===== config.mk =====
export PLATFORM = sky130hd
export DESIGN_NAME = tsp_symbol_config
export DESIGN_NICKNAME = d
export VERILOG_FILES = /design/src/core/tsp_pkg.sv /design/src/core/tsp_symbol_shifter.sv /design/src/core/tsp_symbol_config.sv
export SDC_FILE = /design/constraint.sdc
export NUM_CORES = 1
export LEC_CHECK = 0
export ABC_AREA = 1
export ABC_CLOCK_PERIOD_IN_PS = 4900
export BUFFER_PORTS_ARGS = -buffer_cell sky130_fd_sc_hd__clkbuf_2
export CAP_MARGIN = 25
export CORE_ASPECT_RATIO = 1.75
export CORE_MARGIN = 2
export CORE_UTILIZATION = 60
export DETAILED_ROUTE_END_ITERATION = 10
export PLACE_DENSITY_LB_ADDON = 0.3
export SYNTH_ARGS = -nofsm -noshare
export SYNTH_HDL_FRONTEND = slang
export SYNTH_HIERARCHICAL = 1
export SYNTH_SLANG_ARGS = --single-unit

===== constraint.sdc =====
create_clock -name aclk -period 4.9 [get_ports aclk]
set_input_delay 0.98 -clock aclk [delete_from_list [all_inputs] [get_ports aclk]]
set_output_delay 0.98 -clock aclk [all_outputs]
set_load 0.05 [all_outputs]

===== src/core/tsp_pkg.sv =====
package tsp_pkg;

  // Register indices; byte address is four times the index
  localparam logic [7:0] IDX_RATE     = 8'h4c;
  localparam logic [7:0] IDX_S0_HIGH  = 8'h4d;
  localparam logic [7:0] IDX_S0_LOW   = 8'h4e;
  localparam logic [7:0] IDX_S1_HIGH  = 8'h4f;
  localparam logic [7:0] IDX_S1_LOW   = 8'h50;
  localparam logic [7:0] IDX_S2       = 8'h51;
  localparam logic [7:0] IDX_S3       = 8'h52;
  localparam logic [7:0] IDX_LEN_LONG = 8'h53;
  localparam logic [7:0] IDX_LEN_SHRT = 8'h54;
  localparam logic [7:0] IDX_ENV_LO   = 8'h56;

  // Bus geometry
  localparam int         ADDR_W      = 12;
  localparam int         IDX_LSB     = 2;
  localparam logic [1:0] RESP_OKAY   = 2'h0;
  localparam logic [1:0] RESP_SLVERR = 2'h2;

  // Values after reset
  localparam logic [7:0] RST_BYTE = 8'h00;
  localparam logic [2:0] RST_ENV  = 3'h0;

  // Field positions and masks
  localparam int         HI_SC_BIT    = 7;
  localparam int         HI_RATE_LSB  = 4;
  localparam int         LO_SC_BIT    = 3;
  localparam int         LO_RATE_LSB  = 0;
  localparam int         LEN_HI_LSB   = 4;
  localparam logic [7:0] LEN_SHRT_MSK = 8'h77;
  localparam logic [2:0] RATE_MIN     = 3'h2;
  localparam logic [2:0] RATE_TOP     = 3'h7;
  localparam logic [2:0] ENV_LAST     = 3'h5;

  // Bit timing: fastest rate is the carrier over sixteen
  localparam int CLK_KHZ      = 200000;
  localparam int CARRIER_KHZ  = 13560;
  localparam int DIV_FASTEST  = 16;
  localparam int BIT_CYC_FAST = CLK_KHZ * DIV_FASTEST / CARRIER_KHZ;

  // Request into the shifter
  typedef struct packed {
    logic [15:0] pattern;
    logic [4:0]  nbits;
    logic [12:0] period;
  } tsp_ser_req_t;

  // Symbol output toward the modulator
  typedef struct packed {
    logic       bit_valid;
    logic       bit_data;
    logic       subcarrier_848;
    logic [2:0] envelope;
    logic [1:0] symbol;
  } tsp_tx_t;

  typedef enum logic [1:0] {
    SER_IDLE  = 2'b00,
    SER_SHIFT = 2'b01,
    SER_DONE  = 2'b11
  } tsp_ser_state_t;

  typedef struct packed {
    tsp_ser_state_t state;
    logic [15:0]    sreg;
    logic [4:0]     left;
    logic [12:0]    tmr;
    logic [12:0]    period;
  } tsp_ser_st_t;

  typedef struct packed {
    logic       aw_got;
    logic [7:0] aw_idx;
    logic       aw_hi;
    logic       w_got;
    logic [7:0] w_byte;
    logic       w_en;
    logic       bvalid;
    logic [1:0] bresp;
    logic       rvalid;
    logic [7:0] rdata;
    logic [1:0] rresp;
    logic [7:0] rate;
    logic [7:0] s0_hi;
    logic [7:0] s0_lo;
    logic [7:0] s1_hi;
    logic [7:0] s1_lo;
    logic [7:0] s2;
    logic [7:0] s3;
    logic [7:0] len_long;
    logic [7:0] len_shrt;
    logic [2:0] env_lo;
    logic       tx_sc;
    logic [2:0] tx_env;
    logic [1:0] tx_sym;
    logic       reject;
  } tsp_st_t;

endpackage : tsp_pkg


===== src/core/tsp_symbol_shifter.sv =====
module tsp_symbol_shifter (
  // Clock, reset, enable
  input  wire logic                  aclk,
  input  wire logic                  aresetn,
  input  wire logic                  ce,
  // Load request
  input  wire logic                  start,
  input  wire tsp_pkg::tsp_ser_req_t req,
  // Serial output
  output logic                       busy,
  output logic                       bit_valid,
  output logic                       bit_data,
  output logic                       done
);

  tsp_pkg::tsp_ser_st_t st_reg;
  tsp_pkg::tsp_ser_st_t st_next;

  // Shift out left-justified pattern, one bit per period
  always_comb begin
    st_next = st_reg;
    case (st_reg.state)
      tsp_pkg::SER_IDLE: begin
        if (start) begin
          st_next.state  = tsp_pkg::SER_SHIFT;
          st_next.sreg   = req.pattern;
          st_next.left   = req.nbits;
          st_next.period = req.period;
          st_next.tmr    = 13'(req.period - 13'h1);
        end
      end
      tsp_pkg::SER_SHIFT: begin
        if (st_reg.tmr == 13'h0) begin
          if (st_reg.left == 5'h1) begin
            st_next.state = tsp_pkg::SER_DONE;
          end else begin
            st_next.sreg = {st_reg.sreg[14:0], 1'b0};
            st_next.left = 5'(st_reg.left - 5'h1);
            st_next.tmr  = 13'(st_reg.period - 13'h1);
          end
        end else begin
          st_next.tmr = 13'(st_reg.tmr - 13'h1);
        end
      end
      tsp_pkg::SER_DONE: begin
        st_next.state = tsp_pkg::SER_IDLE;
      end
      default: begin
        st_next.state = tsp_pkg::SER_IDLE;
      end
    endcase
  end

  // State register, frozen while ce is low
  always_ff @(posedge aclk) begin
    if (!aresetn) begin
      st_reg <= '0;
    end else if (ce) begin
      st_reg <= st_next;
    end
  end

  // Outputs decoded from state
  assign busy      = (st_reg.state != tsp_pkg::SER_IDLE);
  assign bit_valid = (st_reg.state == tsp_pkg::SER_SHIFT);
  assign bit_data  = st_reg.sreg[15];
  assign done      = (st_reg.state == tsp_pkg::SER_DONE);

endmodule : tsp_symbol_shifter


===== src/core/tsp_symbol_config.sv =====
// Added by the designer: register access over AXI4-Lite.
module tsp_symbol_config #(
  parameter logic [12:0] BIT_CYC_FAST = 13'(tsp_pkg::BIT_CYC_FAST)
) (
  // Clock, reset, enable
  input  wire logic                        aclk,
  input  wire logic                        aresetn,
  input  wire logic                        ce,
  // AXI4-Lite write address
  input  wire logic [tsp_pkg::ADDR_W-1:0]  s_axi_awaddr,
  input  wire logic [2:0]                  s_axi_awprot,
  input  wire logic                        s_axi_awvalid,
  output logic                             s_axi_awready,
  // AXI4-Lite write data
  input  wire logic [31:0]                 s_axi_wdata,
  input  wire logic [3:0]                  s_axi_wstrb,
  input  wire logic                        s_axi_wvalid,
  output logic                             s_axi_wready,
  // AXI4-Lite write response
  output logic [1:0]                       s_axi_bresp,
  output logic                             s_axi_bvalid,
  input  wire logic                        s_axi_bready,
  // AXI4-Lite read address
  input  wire logic [tsp_pkg::ADDR_W-1:0]  s_axi_araddr,
  input  wire logic [2:0]                  s_axi_arprot,
  input  wire logic                        s_axi_arvalid,
  output logic                             s_axi_arready,
  // AXI4-Lite read data
  output logic [31:0]                      s_axi_rdata,
  output logic [1:0]                       s_axi_rresp,
  output logic                             s_axi_rvalid,
  input  wire logic                        s_axi_rready,
  // Symbol request from the encoder
  input  wire logic                        sym_start,
  input  wire logic [1:0]                  sym_sel,
  output logic                             sym_busy,
  output logic                             sym_done,
  output logic                             sym_reject,
  // Symbol stream toward the modulator
  output tsp_pkg::tsp_tx_t                 tx
);

  tsp_pkg::tsp_st_t      st_reg;
  tsp_pkg::tsp_st_t      st_next;
  tsp_pkg::tsp_ser_req_t ser_req;
  logic                  ser_start;
  logic                  ser_busy;
  logic                  ser_valid;
  logic                  ser_data;
  logic                  ser_done;
  logic [2:0]            rate_code;
  logic                  accept;

  // Register index and range check of a bus address
  function automatic logic [8:0] decode(input logic [tsp_pkg::ADDR_W-1:0] a);
    logic hi;
    hi = (a[tsp_pkg::ADDR_W-1:tsp_pkg::IDX_LSB+8] != '0);
    return {hi, a[tsp_pkg::IDX_LSB+7:tsp_pkg::IDX_LSB]};
  endfunction : decode

  // Bit period in cycles for a rate code
  function automatic logic [12:0] bit_period(input logic [2:0] code);
    return 13'(BIT_CYC_FAST << (tsp_pkg::RATE_TOP - code));
  endfunction : bit_period

  // Handshake readies, held off while frozen
  assign s_axi_awready = ce && !st_reg.aw_got && !st_reg.bvalid;
  assign s_axi_wready  = ce && !st_reg.w_got && !st_reg.bvalid;
  assign s_axi_arready = ce && !st_reg.rvalid;

  // Rate code and pattern for the requested symbol
  always_comb begin
    ser_req = '0;
    case (sym_sel)
      2'h0: begin
        rate_code      = st_reg.rate[tsp_pkg::LO_RATE_LSB+:3];
        ser_req.nbits  = 5'(st_reg.len_long[3:0]) + 5'h1;
        // upper byte first, valid bits leading
        ser_req.pattern = 16'({st_reg.s0_hi, st_reg.s0_lo} << (5'h10 - ser_req.nbits));
      end
      2'h1: begin
        rate_code      = st_reg.rate[tsp_pkg::LO_RATE_LSB+:3];
        ser_req.nbits  = 5'(st_reg.len_long[tsp_pkg::LEN_HI_LSB+:4]) + 5'h1;
        // upper byte first, valid bits leading
        ser_req.pattern = 16'({st_reg.s1_hi, st_reg.s1_lo} << (5'h10 - ser_req.nbits));
      end
      2'h2: begin
        rate_code      = st_reg.rate[tsp_pkg::HI_RATE_LSB+:3];
        ser_req.nbits  = 5'(st_reg.len_shrt[2:0]) + 5'h1;
        ser_req.pattern = 16'({st_reg.s2, 8'h00} << (5'h08 - ser_req.nbits));
      end
      default: begin
        rate_code      = st_reg.rate[tsp_pkg::HI_RATE_LSB+:3];
        ser_req.nbits  = 5'(st_reg.len_shrt[tsp_pkg::LEN_HI_LSB+:3]) + 5'h1;
        ser_req.pattern = 16'({st_reg.s3, 8'h00} << (5'h08 - ser_req.nbits));
      end
    endcase
    // bit clocked at the pair's rate
    ser_req.period = bit_period(rate_code);
  end

  // reserved rate codes refuse the symbol
  assign accept    = sym_start && !ser_busy && (rate_code >= tsp_pkg::RATE_MIN);
  assign ser_start = accept;

  // Bus slave, register writes and symbol bookkeeping
  always_comb begin
    logic [8:0] wdec;
    logic [8:0] rdec;
    logic [7:0] rbyte;
    logic       rok;
    st_next = st_reg;
    wdec    = {st_reg.aw_hi, st_reg.aw_idx};
    rdec    = decode(s_axi_araddr);
    rbyte   = 8'h00;
    rok     = 1'b0;
    // Capture address and data in either order
    if (s_axi_awvalid && s_axi_awready) begin
      st_next.aw_got = 1'b1;
      {st_next.aw_hi, st_next.aw_idx} = decode(s_axi_awaddr);
    end
    if (s_axi_wvalid && s_axi_wready) begin
      st_next.w_got  = 1'b1;
      st_next.w_byte = s_axi_wdata[7:0];
      st_next.w_en   = s_axi_wstrb[0];
    end
    // Perform write once both halves are held
    if (st_reg.aw_got && st_reg.w_got) begin
      st_next.aw_got = 1'b0;
      st_next.w_got  = 1'b0;
      st_next.bvalid = 1'b1;
      st_next.bresp  = tsp_pkg::RESP_OKAY;
      if (wdec[8]) begin
        st_next.bresp = tsp_pkg::RESP_SLVERR;
      end else if (wdec[7:0] == tsp_pkg::IDX_RATE) begin
        if (st_reg.w_en) st_next.rate = st_reg.w_byte;
      end else if (wdec[7:0] == tsp_pkg::IDX_S0_HIGH) begin
        if (st_reg.w_en) st_next.s0_hi = st_reg.w_byte;
      end else if (wdec[7:0] == tsp_pkg::IDX_S0_LOW) begin
        if (st_reg.w_en) st_next.s0_lo = st_reg.w_byte;
      end else if (wdec[7:0] == tsp_pkg::IDX_S1_HIGH) begin
        if (st_reg.w_en) st_next.s1_hi = st_reg.w_byte;
      end else if (wdec[7:0] == tsp_pkg::IDX_S1_LOW) begin
        if (st_reg.w_en) st_next.s1_lo = st_reg.w_byte;
      end else if (wdec[7:0] == tsp_pkg::IDX_S2) begin
        if (st_reg.w_en) st_next.s2 = st_reg.w_byte;
      end else if (wdec[7:0] == tsp_pkg::IDX_S3) begin
        if (st_reg.w_en) st_next.s3 = st_reg.w_byte;
      end else if (wdec[7:0] == tsp_pkg::IDX_LEN_LONG) begin
        if (st_reg.w_en) st_next.len_long = st_reg.w_byte;
      end else if (wdec[7:0] == tsp_pkg::IDX_LEN_SHRT) begin
        if (st_reg.w_en) st_next.len_shrt = st_reg.w_byte & tsp_pkg::LEN_SHRT_MSK;
      end else if (wdec[7:0] == tsp_pkg::IDX_ENV_LO) begin
        if (st_reg.w_en) st_next.env_lo = st_reg.w_byte[2:0];
      end else begin
        st_next.bresp = tsp_pkg::RESP_SLVERR;
      end
    end
    if (st_reg.bvalid && s_axi_bready) begin
      st_next.bvalid = 1'b0;
    end
    // Read decode
    if (rdec[8]) begin
      rok = 1'b0;
    end else if (rdec[7:0] == tsp_pkg::IDX_RATE) begin
      rbyte = st_reg.rate;
      rok   = 1'b1;
    end else if (rdec[7:0] == tsp_pkg::IDX_S0_HIGH) begin
      rbyte = st_reg.s0_hi;
      rok   = 1'b1;
    end else if (rdec[7:0] == tsp_pkg::IDX_S0_LOW) begin
      rbyte = st_reg.s0_lo;
      rok   = 1'b1;
    end else if (rdec[7:0] == tsp_pkg::IDX_S1_HIGH) begin
      rbyte = st_reg.s1_hi;
      rok   = 1'b1;
    end else if (rdec[7:0] == tsp_pkg::IDX_S1_LOW) begin
      rbyte = st_reg.s1_lo;
      rok   = 1'b1;
    end else if (rdec[7:0] == tsp_pkg::IDX_S2) begin
      rbyte = st_reg.s2;
      rok   = 1'b1;
    end else if (rdec[7:0] == tsp_pkg::IDX_S3) begin
      rbyte = st_reg.s3;
      rok   = 1'b1;
    end else if (rdec[7:0] == tsp_pkg::IDX_LEN_LONG) begin
      rbyte = st_reg.len_long;
      rok   = 1'b1;
    end else if (rdec[7:0] == tsp_pkg::IDX_LEN_SHRT) begin
      rbyte = st_reg.len_shrt & tsp_pkg::LEN_SHRT_MSK;
      rok   = 1'b1;
    end else if (rdec[7:0] == tsp_pkg::IDX_ENV_LO) begin
      rbyte = {5'h00, st_reg.env_lo};
      rok   = 1'b1;
    end
    if (s_axi_arvalid && s_axi_arready) begin
      st_next.rvalid = 1'b1;
      st_next.rdata  = rbyte;
      st_next.rresp  = rok ? tsp_pkg::RESP_OKAY : tsp_pkg::RESP_SLVERR;
    end else if (st_reg.rvalid && s_axi_rready) begin
      st_next.rvalid = 1'b0;
    end
    // Latch per-symbol settings at the accepted start
    st_next.reject = sym_start && !accept;
    if (accept) begin
      st_next.tx_sym = sym_sel;
      if (sym_sel[1]) begin
        st_next.tx_sc  = st_reg.rate[tsp_pkg::HI_SC_BIT];
        st_next.tx_env = tsp_pkg::RST_ENV;
      end else begin
        st_next.tx_sc  = st_reg.rate[tsp_pkg::LO_SC_BIT];
        // envelope, unused codes fall back to direct
        st_next.tx_env = (st_reg.env_lo > tsp_pkg::ENV_LAST) ? tsp_pkg::RST_ENV
                                                             : st_reg.env_lo;
      end
    end
  end

  // State register, frozen while ce is low
  always_ff @(posedge aclk) begin
    if (!aresetn) begin
      st_reg <= '{rate: tsp_pkg::RST_BYTE, s0_hi: tsp_pkg::RST_BYTE,
                  s0_lo: tsp_pkg::RST_BYTE, s1_hi: tsp_pkg::RST_BYTE,
                  s1_lo: tsp_pkg::RST_BYTE, s2: tsp_pkg::RST_BYTE,
                  s3: tsp_pkg::RST_BYTE, len_long: tsp_pkg::RST_BYTE,
                  len_shrt: tsp_pkg::RST_BYTE, env_lo: tsp_pkg::RST_ENV,
                  tx_env: tsp_pkg::RST_ENV, default: '0};
    end else if (ce) begin
      st_reg <= st_next;
    end
  end

  tsp_symbol_shifter u_shifter (
    .aclk      (aclk),
    .aresetn   (aresetn),
    .ce        (ce),
    .start     (ser_start),
    .req       (ser_req),
    .busy      (ser_busy),
    .bit_valid (ser_valid),
    .bit_data  (ser_data),
    .done      (ser_done)
  );

  // Bus answers from registers
  assign s_axi_bvalid = st_reg.bvalid;
  assign s_axi_bresp  = st_reg.bresp;
  assign s_axi_rvalid = st_reg.rvalid;
  assign s_axi_rdata  = {24'h000000, st_reg.rdata};
  assign s_axi_rresp  = st_reg.rresp;

  // Symbol status and stream
  assign sym_busy          = ser_busy;
  assign sym_done          = ser_done;
  assign sym_reject        = st_reg.reject;
  assign tx.bit_valid      = ser_valid;
  assign tx.bit_data       = ser_data;
  assign tx.subcarrier_848 = st_reg.tx_sc;
  assign tx.envelope       = st_reg.tx_env;
  assign tx.symbol         = st_reg.tx_sym;

endmodule : tsp_symbol_config


Word level (Yosys, flattened, before mapping):

Index checks and enable logic that the tools add are counted.

* add/sub/neg operators: 13
* $lt $le $gt $ge: 2
* equal/unequal tests: 30
* shifts and indexed selects: 5
* muxes and demuxes: 53
* bitwise operators: 10
* reductions and logical operators: 55

Operators by type and width (count)
* equality test 8 x 7 -> 1 bit (second input constant): 20
* two-way mux 8 bit: 9
* one-hot mux 34 bit (2 select lines): 1
* left shift 16 x 5 -> 16 bit: 4
* one-hot mux 21 bit (3 select lines): 1
* two-way mux 49 bit: 1
* subtractor 13 x 1 -> 13 bit (second input constant): 3
* two-way mux 34 bit: 1
* two-way mux 2 bit: 13
* two-way mux 23 bit: 1
* two-way mux 10 bit: 2
* AND reduction 2 bit: 9
* two-way mux 1 bit: 16
* nonzero test 2 bit: 8
* logical AND 1 bit: 14
* AND reduction 14 bit: 1
* logical NOT 13 bit: 1
* two-way mux 13 bit: 1
* AND reduction 13 bit: 1
* left shift 8 x 3 -> 13 bit (first input constant): 1
* two-way mux 3 bit: 4
* AND reduction 12 bit: 1
* AND reduction 11 bit: 1
* adder 4 x 1 -> 5 bit (second input constant): 2
* 28 further kinds: 52

* flip-flop bits (word level): 163
* input bits: 77
* output and inout port bits: 52

Logic depth before layout (Yosys ltp):

* word-level depth: 14
* depth in mapped cells: 18

Hierarchy:

Netlist, hierarchy kept.

Modules (own cells, without submodules)
* tsp_symbol_config: times used 1, cells an instance 1204, area each 7689.9 µm², seq. area each 2242.2 µm²
* tsp_symbol_shifter: times used 1, cells an instance 476, area each 3211.8 µm², seq. area each 980.9 µm²

Worst setup path after synthesis:

Ideal clock, no wire load.

* path kind: input -> output
* start point: in ce
* end point: out s_axi_awready
* arrival time: 2279 ps
* path slack: 1641 ps
* stages: 3
* buffers on the path: 1
* path through: buf_4 -> inv_2 -> nor3_1

* cells in the longest elaborated chain, start to end: 2

RTL lines
* start, declared: RTL line tsp_symbol_config.sv:8 `input wire logic ce,`
* logical AND 1 bit (2 in a row): RTL line tsp_symbol_config.sv:67 `assign s_axi_awready = ce && !st_reg.aw_got && !st_reg.bvalid;`
* end, declared: RTL line tsp_symbol_config.sv:13 `output logic s_axi_awready,`

No other way between the ends.

==> reports/qor.yml <==
grt_usage_pct: 36.3
numCtsBuffers: 17
syn2layout_area_growth_pct: 5.78
relSlewSlack_pct: 38.3
antenna-diode-count: 0
syn_area_per_cell_sq_um: 6.49
ys_types: 59
synth-seq-cells: 161
ios: 129
rows: 65
regArea_sq_um: 3220
grt_use_met1_pct: 35.6
critPathBufInv: 1
cts_sinks: 161
postRouteWirelength_mm: 34.6
arrival_ns: 4.04
dr.pass1.iters: 7
hold_class: "flip-flop to flip-flop"
drc_errors: 0
crit_path_end: "u_shifter/st_reg[43]$_SDFFE_PN0P_"
reg2reg_from: "st_reg[18]$_SDFFE_PN0P_"
cap_violations: 0
cp_cell_sequence: "ha_1 > inv_1 > nand2_1 > nand2_2 > o21ai_0 > o21ai_0 > a21oi_1 > o31ai_1 > o2111ai_1 > nand2_1 > o21ai_0 > o21ai_0 > a21oi_1"
finalMaxSlewViolations: 0
clk_path_buf_depth: 2
cts_resized: 0
cts_tree: "yes"
period_needed_ns: 3.72
synth_area_sq_um: 10900
grt_first_pass_wirelength_mm: 53.7
clock.fmax_mhz: 269
status: "complete, no violations"
critPathMaxFanout: 32
peakVddDrop_mv: 0.267
crit_path_top_delay_cell: "dfxtp_1"
cp.depth: 13
reg2reg_depth: 13
power.leakage_nw: 4.75
setup_tns_ns: 0
grt_max_degree: 100
final_common_cell: "nand2_1"
die_x_um: 106
grt_pass1_vias: 10400
insertion_delay_ns: 0.44
first_iter_violations: 670
numPortBuffers: 65
ys_seq_area_share_pct: 29.6
p_total_mw: 3.49
period_share_pct: 76.0
path_common_cell: "o21ai_0"
startpoint: "st_reg[18]$_SDFFE_PN0P_"
cts_hold_buf: 0
grt_antenna_before_repair: 0
top_usage_layer: "met2"
final_cell_mix: "nand2_1, o21ai_0, inv_1"
hold_viol_final: 0
critPathRequiredTime_ns: 5.22
wl_per_cell_um: 17.9
drtAntennaViolNets: 0
hold_ws_ns: 0.453
syn_inst: 1680
grt_overflow: 0
critPathMaxStageDelay_ns: 0.86
reg2reg_slack_ns: 1.18
root_buffer: "clkbuf_16"
grt_util_met3_pct: 5.79
path_delay_family: "compound AO/OA/AOI/OAI gates"
dieArea_sq_um: 19300
initial_utilization_pct: 60.9
vias_per_cell: 5.69
fin_nets: 1773
path_class: "flip-flop to flip-flop"
finalSetupViolations: 0
clkTransAtPathRegs_ns: 0.07
fin_skew_ns: 0.00686
gp_congestion: 1.06
tightest_slew_ns: 0.925
post_cts_buffers: 0
ys.flop_type: "dfxtp_1"
die_h_um: 182
r2r_end: "u_shifter/st_reg[43]$_SDFFE_PN0P_"
coreArea_sq_um: 17900
fill_cells: 1743
critPathCaptureType: "flip-flop"
met2_usage_pct: 64.5
multiInputGateArea_sq_um: 6230
largest_reg_flops: 93
synth-async-reset-ratio_pct: 0
crit_path_start_kind: "flip-flop"
yosysWarnings: 6
place.detailed.hpwl_mm: 26.8
htreeDepth: 4
layout-drive-gt1-share_pct: 12.2
powerDensity_nw_per_um2: 303
rsz0062_at_grt: "false"
synth_edf_count: 0
num_vias: 11000
## worst min-delay path, stage by stage (launching register included)
cell and delay, ns:
dfxtp_1 0.30, inv_1 0.06, a21oi_1 0.05
## cell type report
class	count	area share [%]
clock buffers	18	3.81
inverters	218	7.10
repair buffers	71	3.23
clock inverters	14	1.32
flip-flops and latches	161	27.9
multi-input cells	1214	54.1
well taps	234	2.54
## power breakdown
part	leakage, nW	switching [mW]	internal [mW]	total (mW)
sequential	1.31	0.0387	1.35	1.39
combinational	3.15	0.542	0.201	0.743
clock	0.291	0.586	0.770	1.36
total	4.75	1.17	2.32	3.49
## worst min path at each step
stage,from,slack (ns),end,cells past startpoint
after floorplan,u_shifter/st_reg[40]$_SDFFE_PN0P_,0.42,u_shifter/st_reg[40]$_SDFFE_PN0P_,2
after global routing,u_shifter/st_reg[40]$_SDFFE_PN0P_,0.48,u_shifter/st_reg[40]$_SDFFE_PN0P_,2
after CTS,u_shifter/st_reg[32]$_SDFFE_PN0P_,0.45,u_shifter/st_reg[32]$_SDFFE_PN0P_,2
after detailed placement,u_shifter/st_reg[36]$_SDFFE_PN0P_,0.44,u_shifter/st_reg[36]$_SDFFE_PN0P_,2
after global placement,u_shifter/st_reg[33]$_SDFFE_PN0P_,0.43,u_shifter/st_reg[33]$_SDFFE_PN0P_,2
final,u_shifter/st_reg[36]$_SDFFE_PN0P_,0.45,u_shifter/st_reg[36]$_SDFFE_PN0P_,2
## layer usage
layer | routed length (um) | up-vias
li1 | - | 5488
met1 | 12000 | 4897
met2 | 17400 | 423
met3 | 1690 | 167
met4 | 3530 | 0
met5 | 0 | -
## cell usage after synthesis (5+ instances only)
library cell  count  area [sq um]
nand2_1         352          1320
o21ai_0         243          1220
inv_1           195           732
a21oi_1         181           906
dfxtp_1         161          3220
nor2_1          118           443
nand3_1          66           330
buf_4            56           420
o21ai_1          35           175
clkbuf_1         29           109
inv_2            22          82.6
buf_2            17          85.1
nand2_2          16           100
o211ai_1         15           113
ha_1             13           163
nand4_1          13          81.3
o22ai_1          13          81.3
nor2_2           12          75.1
nor3_1           12          60.1
o2111ai_1        10          87.6
nor2_4            9           101
buf_6             8          90.1
nand3_2           7          70.1
xor2_1            7          61.3
xnor2_1           5          43.8
## cells by family after synthesis
logic type / count (synthesis) / synth area share, %
buf+inv: 330 / 14.1
flops: 161 / 29.6
xor+xnor: 15 / 1.62
simple gates: 632 / 26.8
compound gates: 524 / 26.0
mux: 4 / 0.367
fa+ha+maj: 13 / 1.49
other cells: 1 / 0.0344
## metrics by stage
| step | std cells | area (sq um) | setup slack (ns) | utilization [%] |
|---|---|---|---|---|
| finish | 1930 | 11500 | 1.18 | 64.5 |
| floorplan | 1705 | 11000 | 1.64 | - |
| global route | 1930 | 11500 | 0.967 | 64.5 |
| CTS | 1930 | 11500 | 1.30 | 64.5 |
| detailed placement | 1898 | 10900 | 1.07 | 61.1 |
| global placement | 1898 | 10900 | 1.20 | 61.1 |
Power figures use the tool's default switching activity.
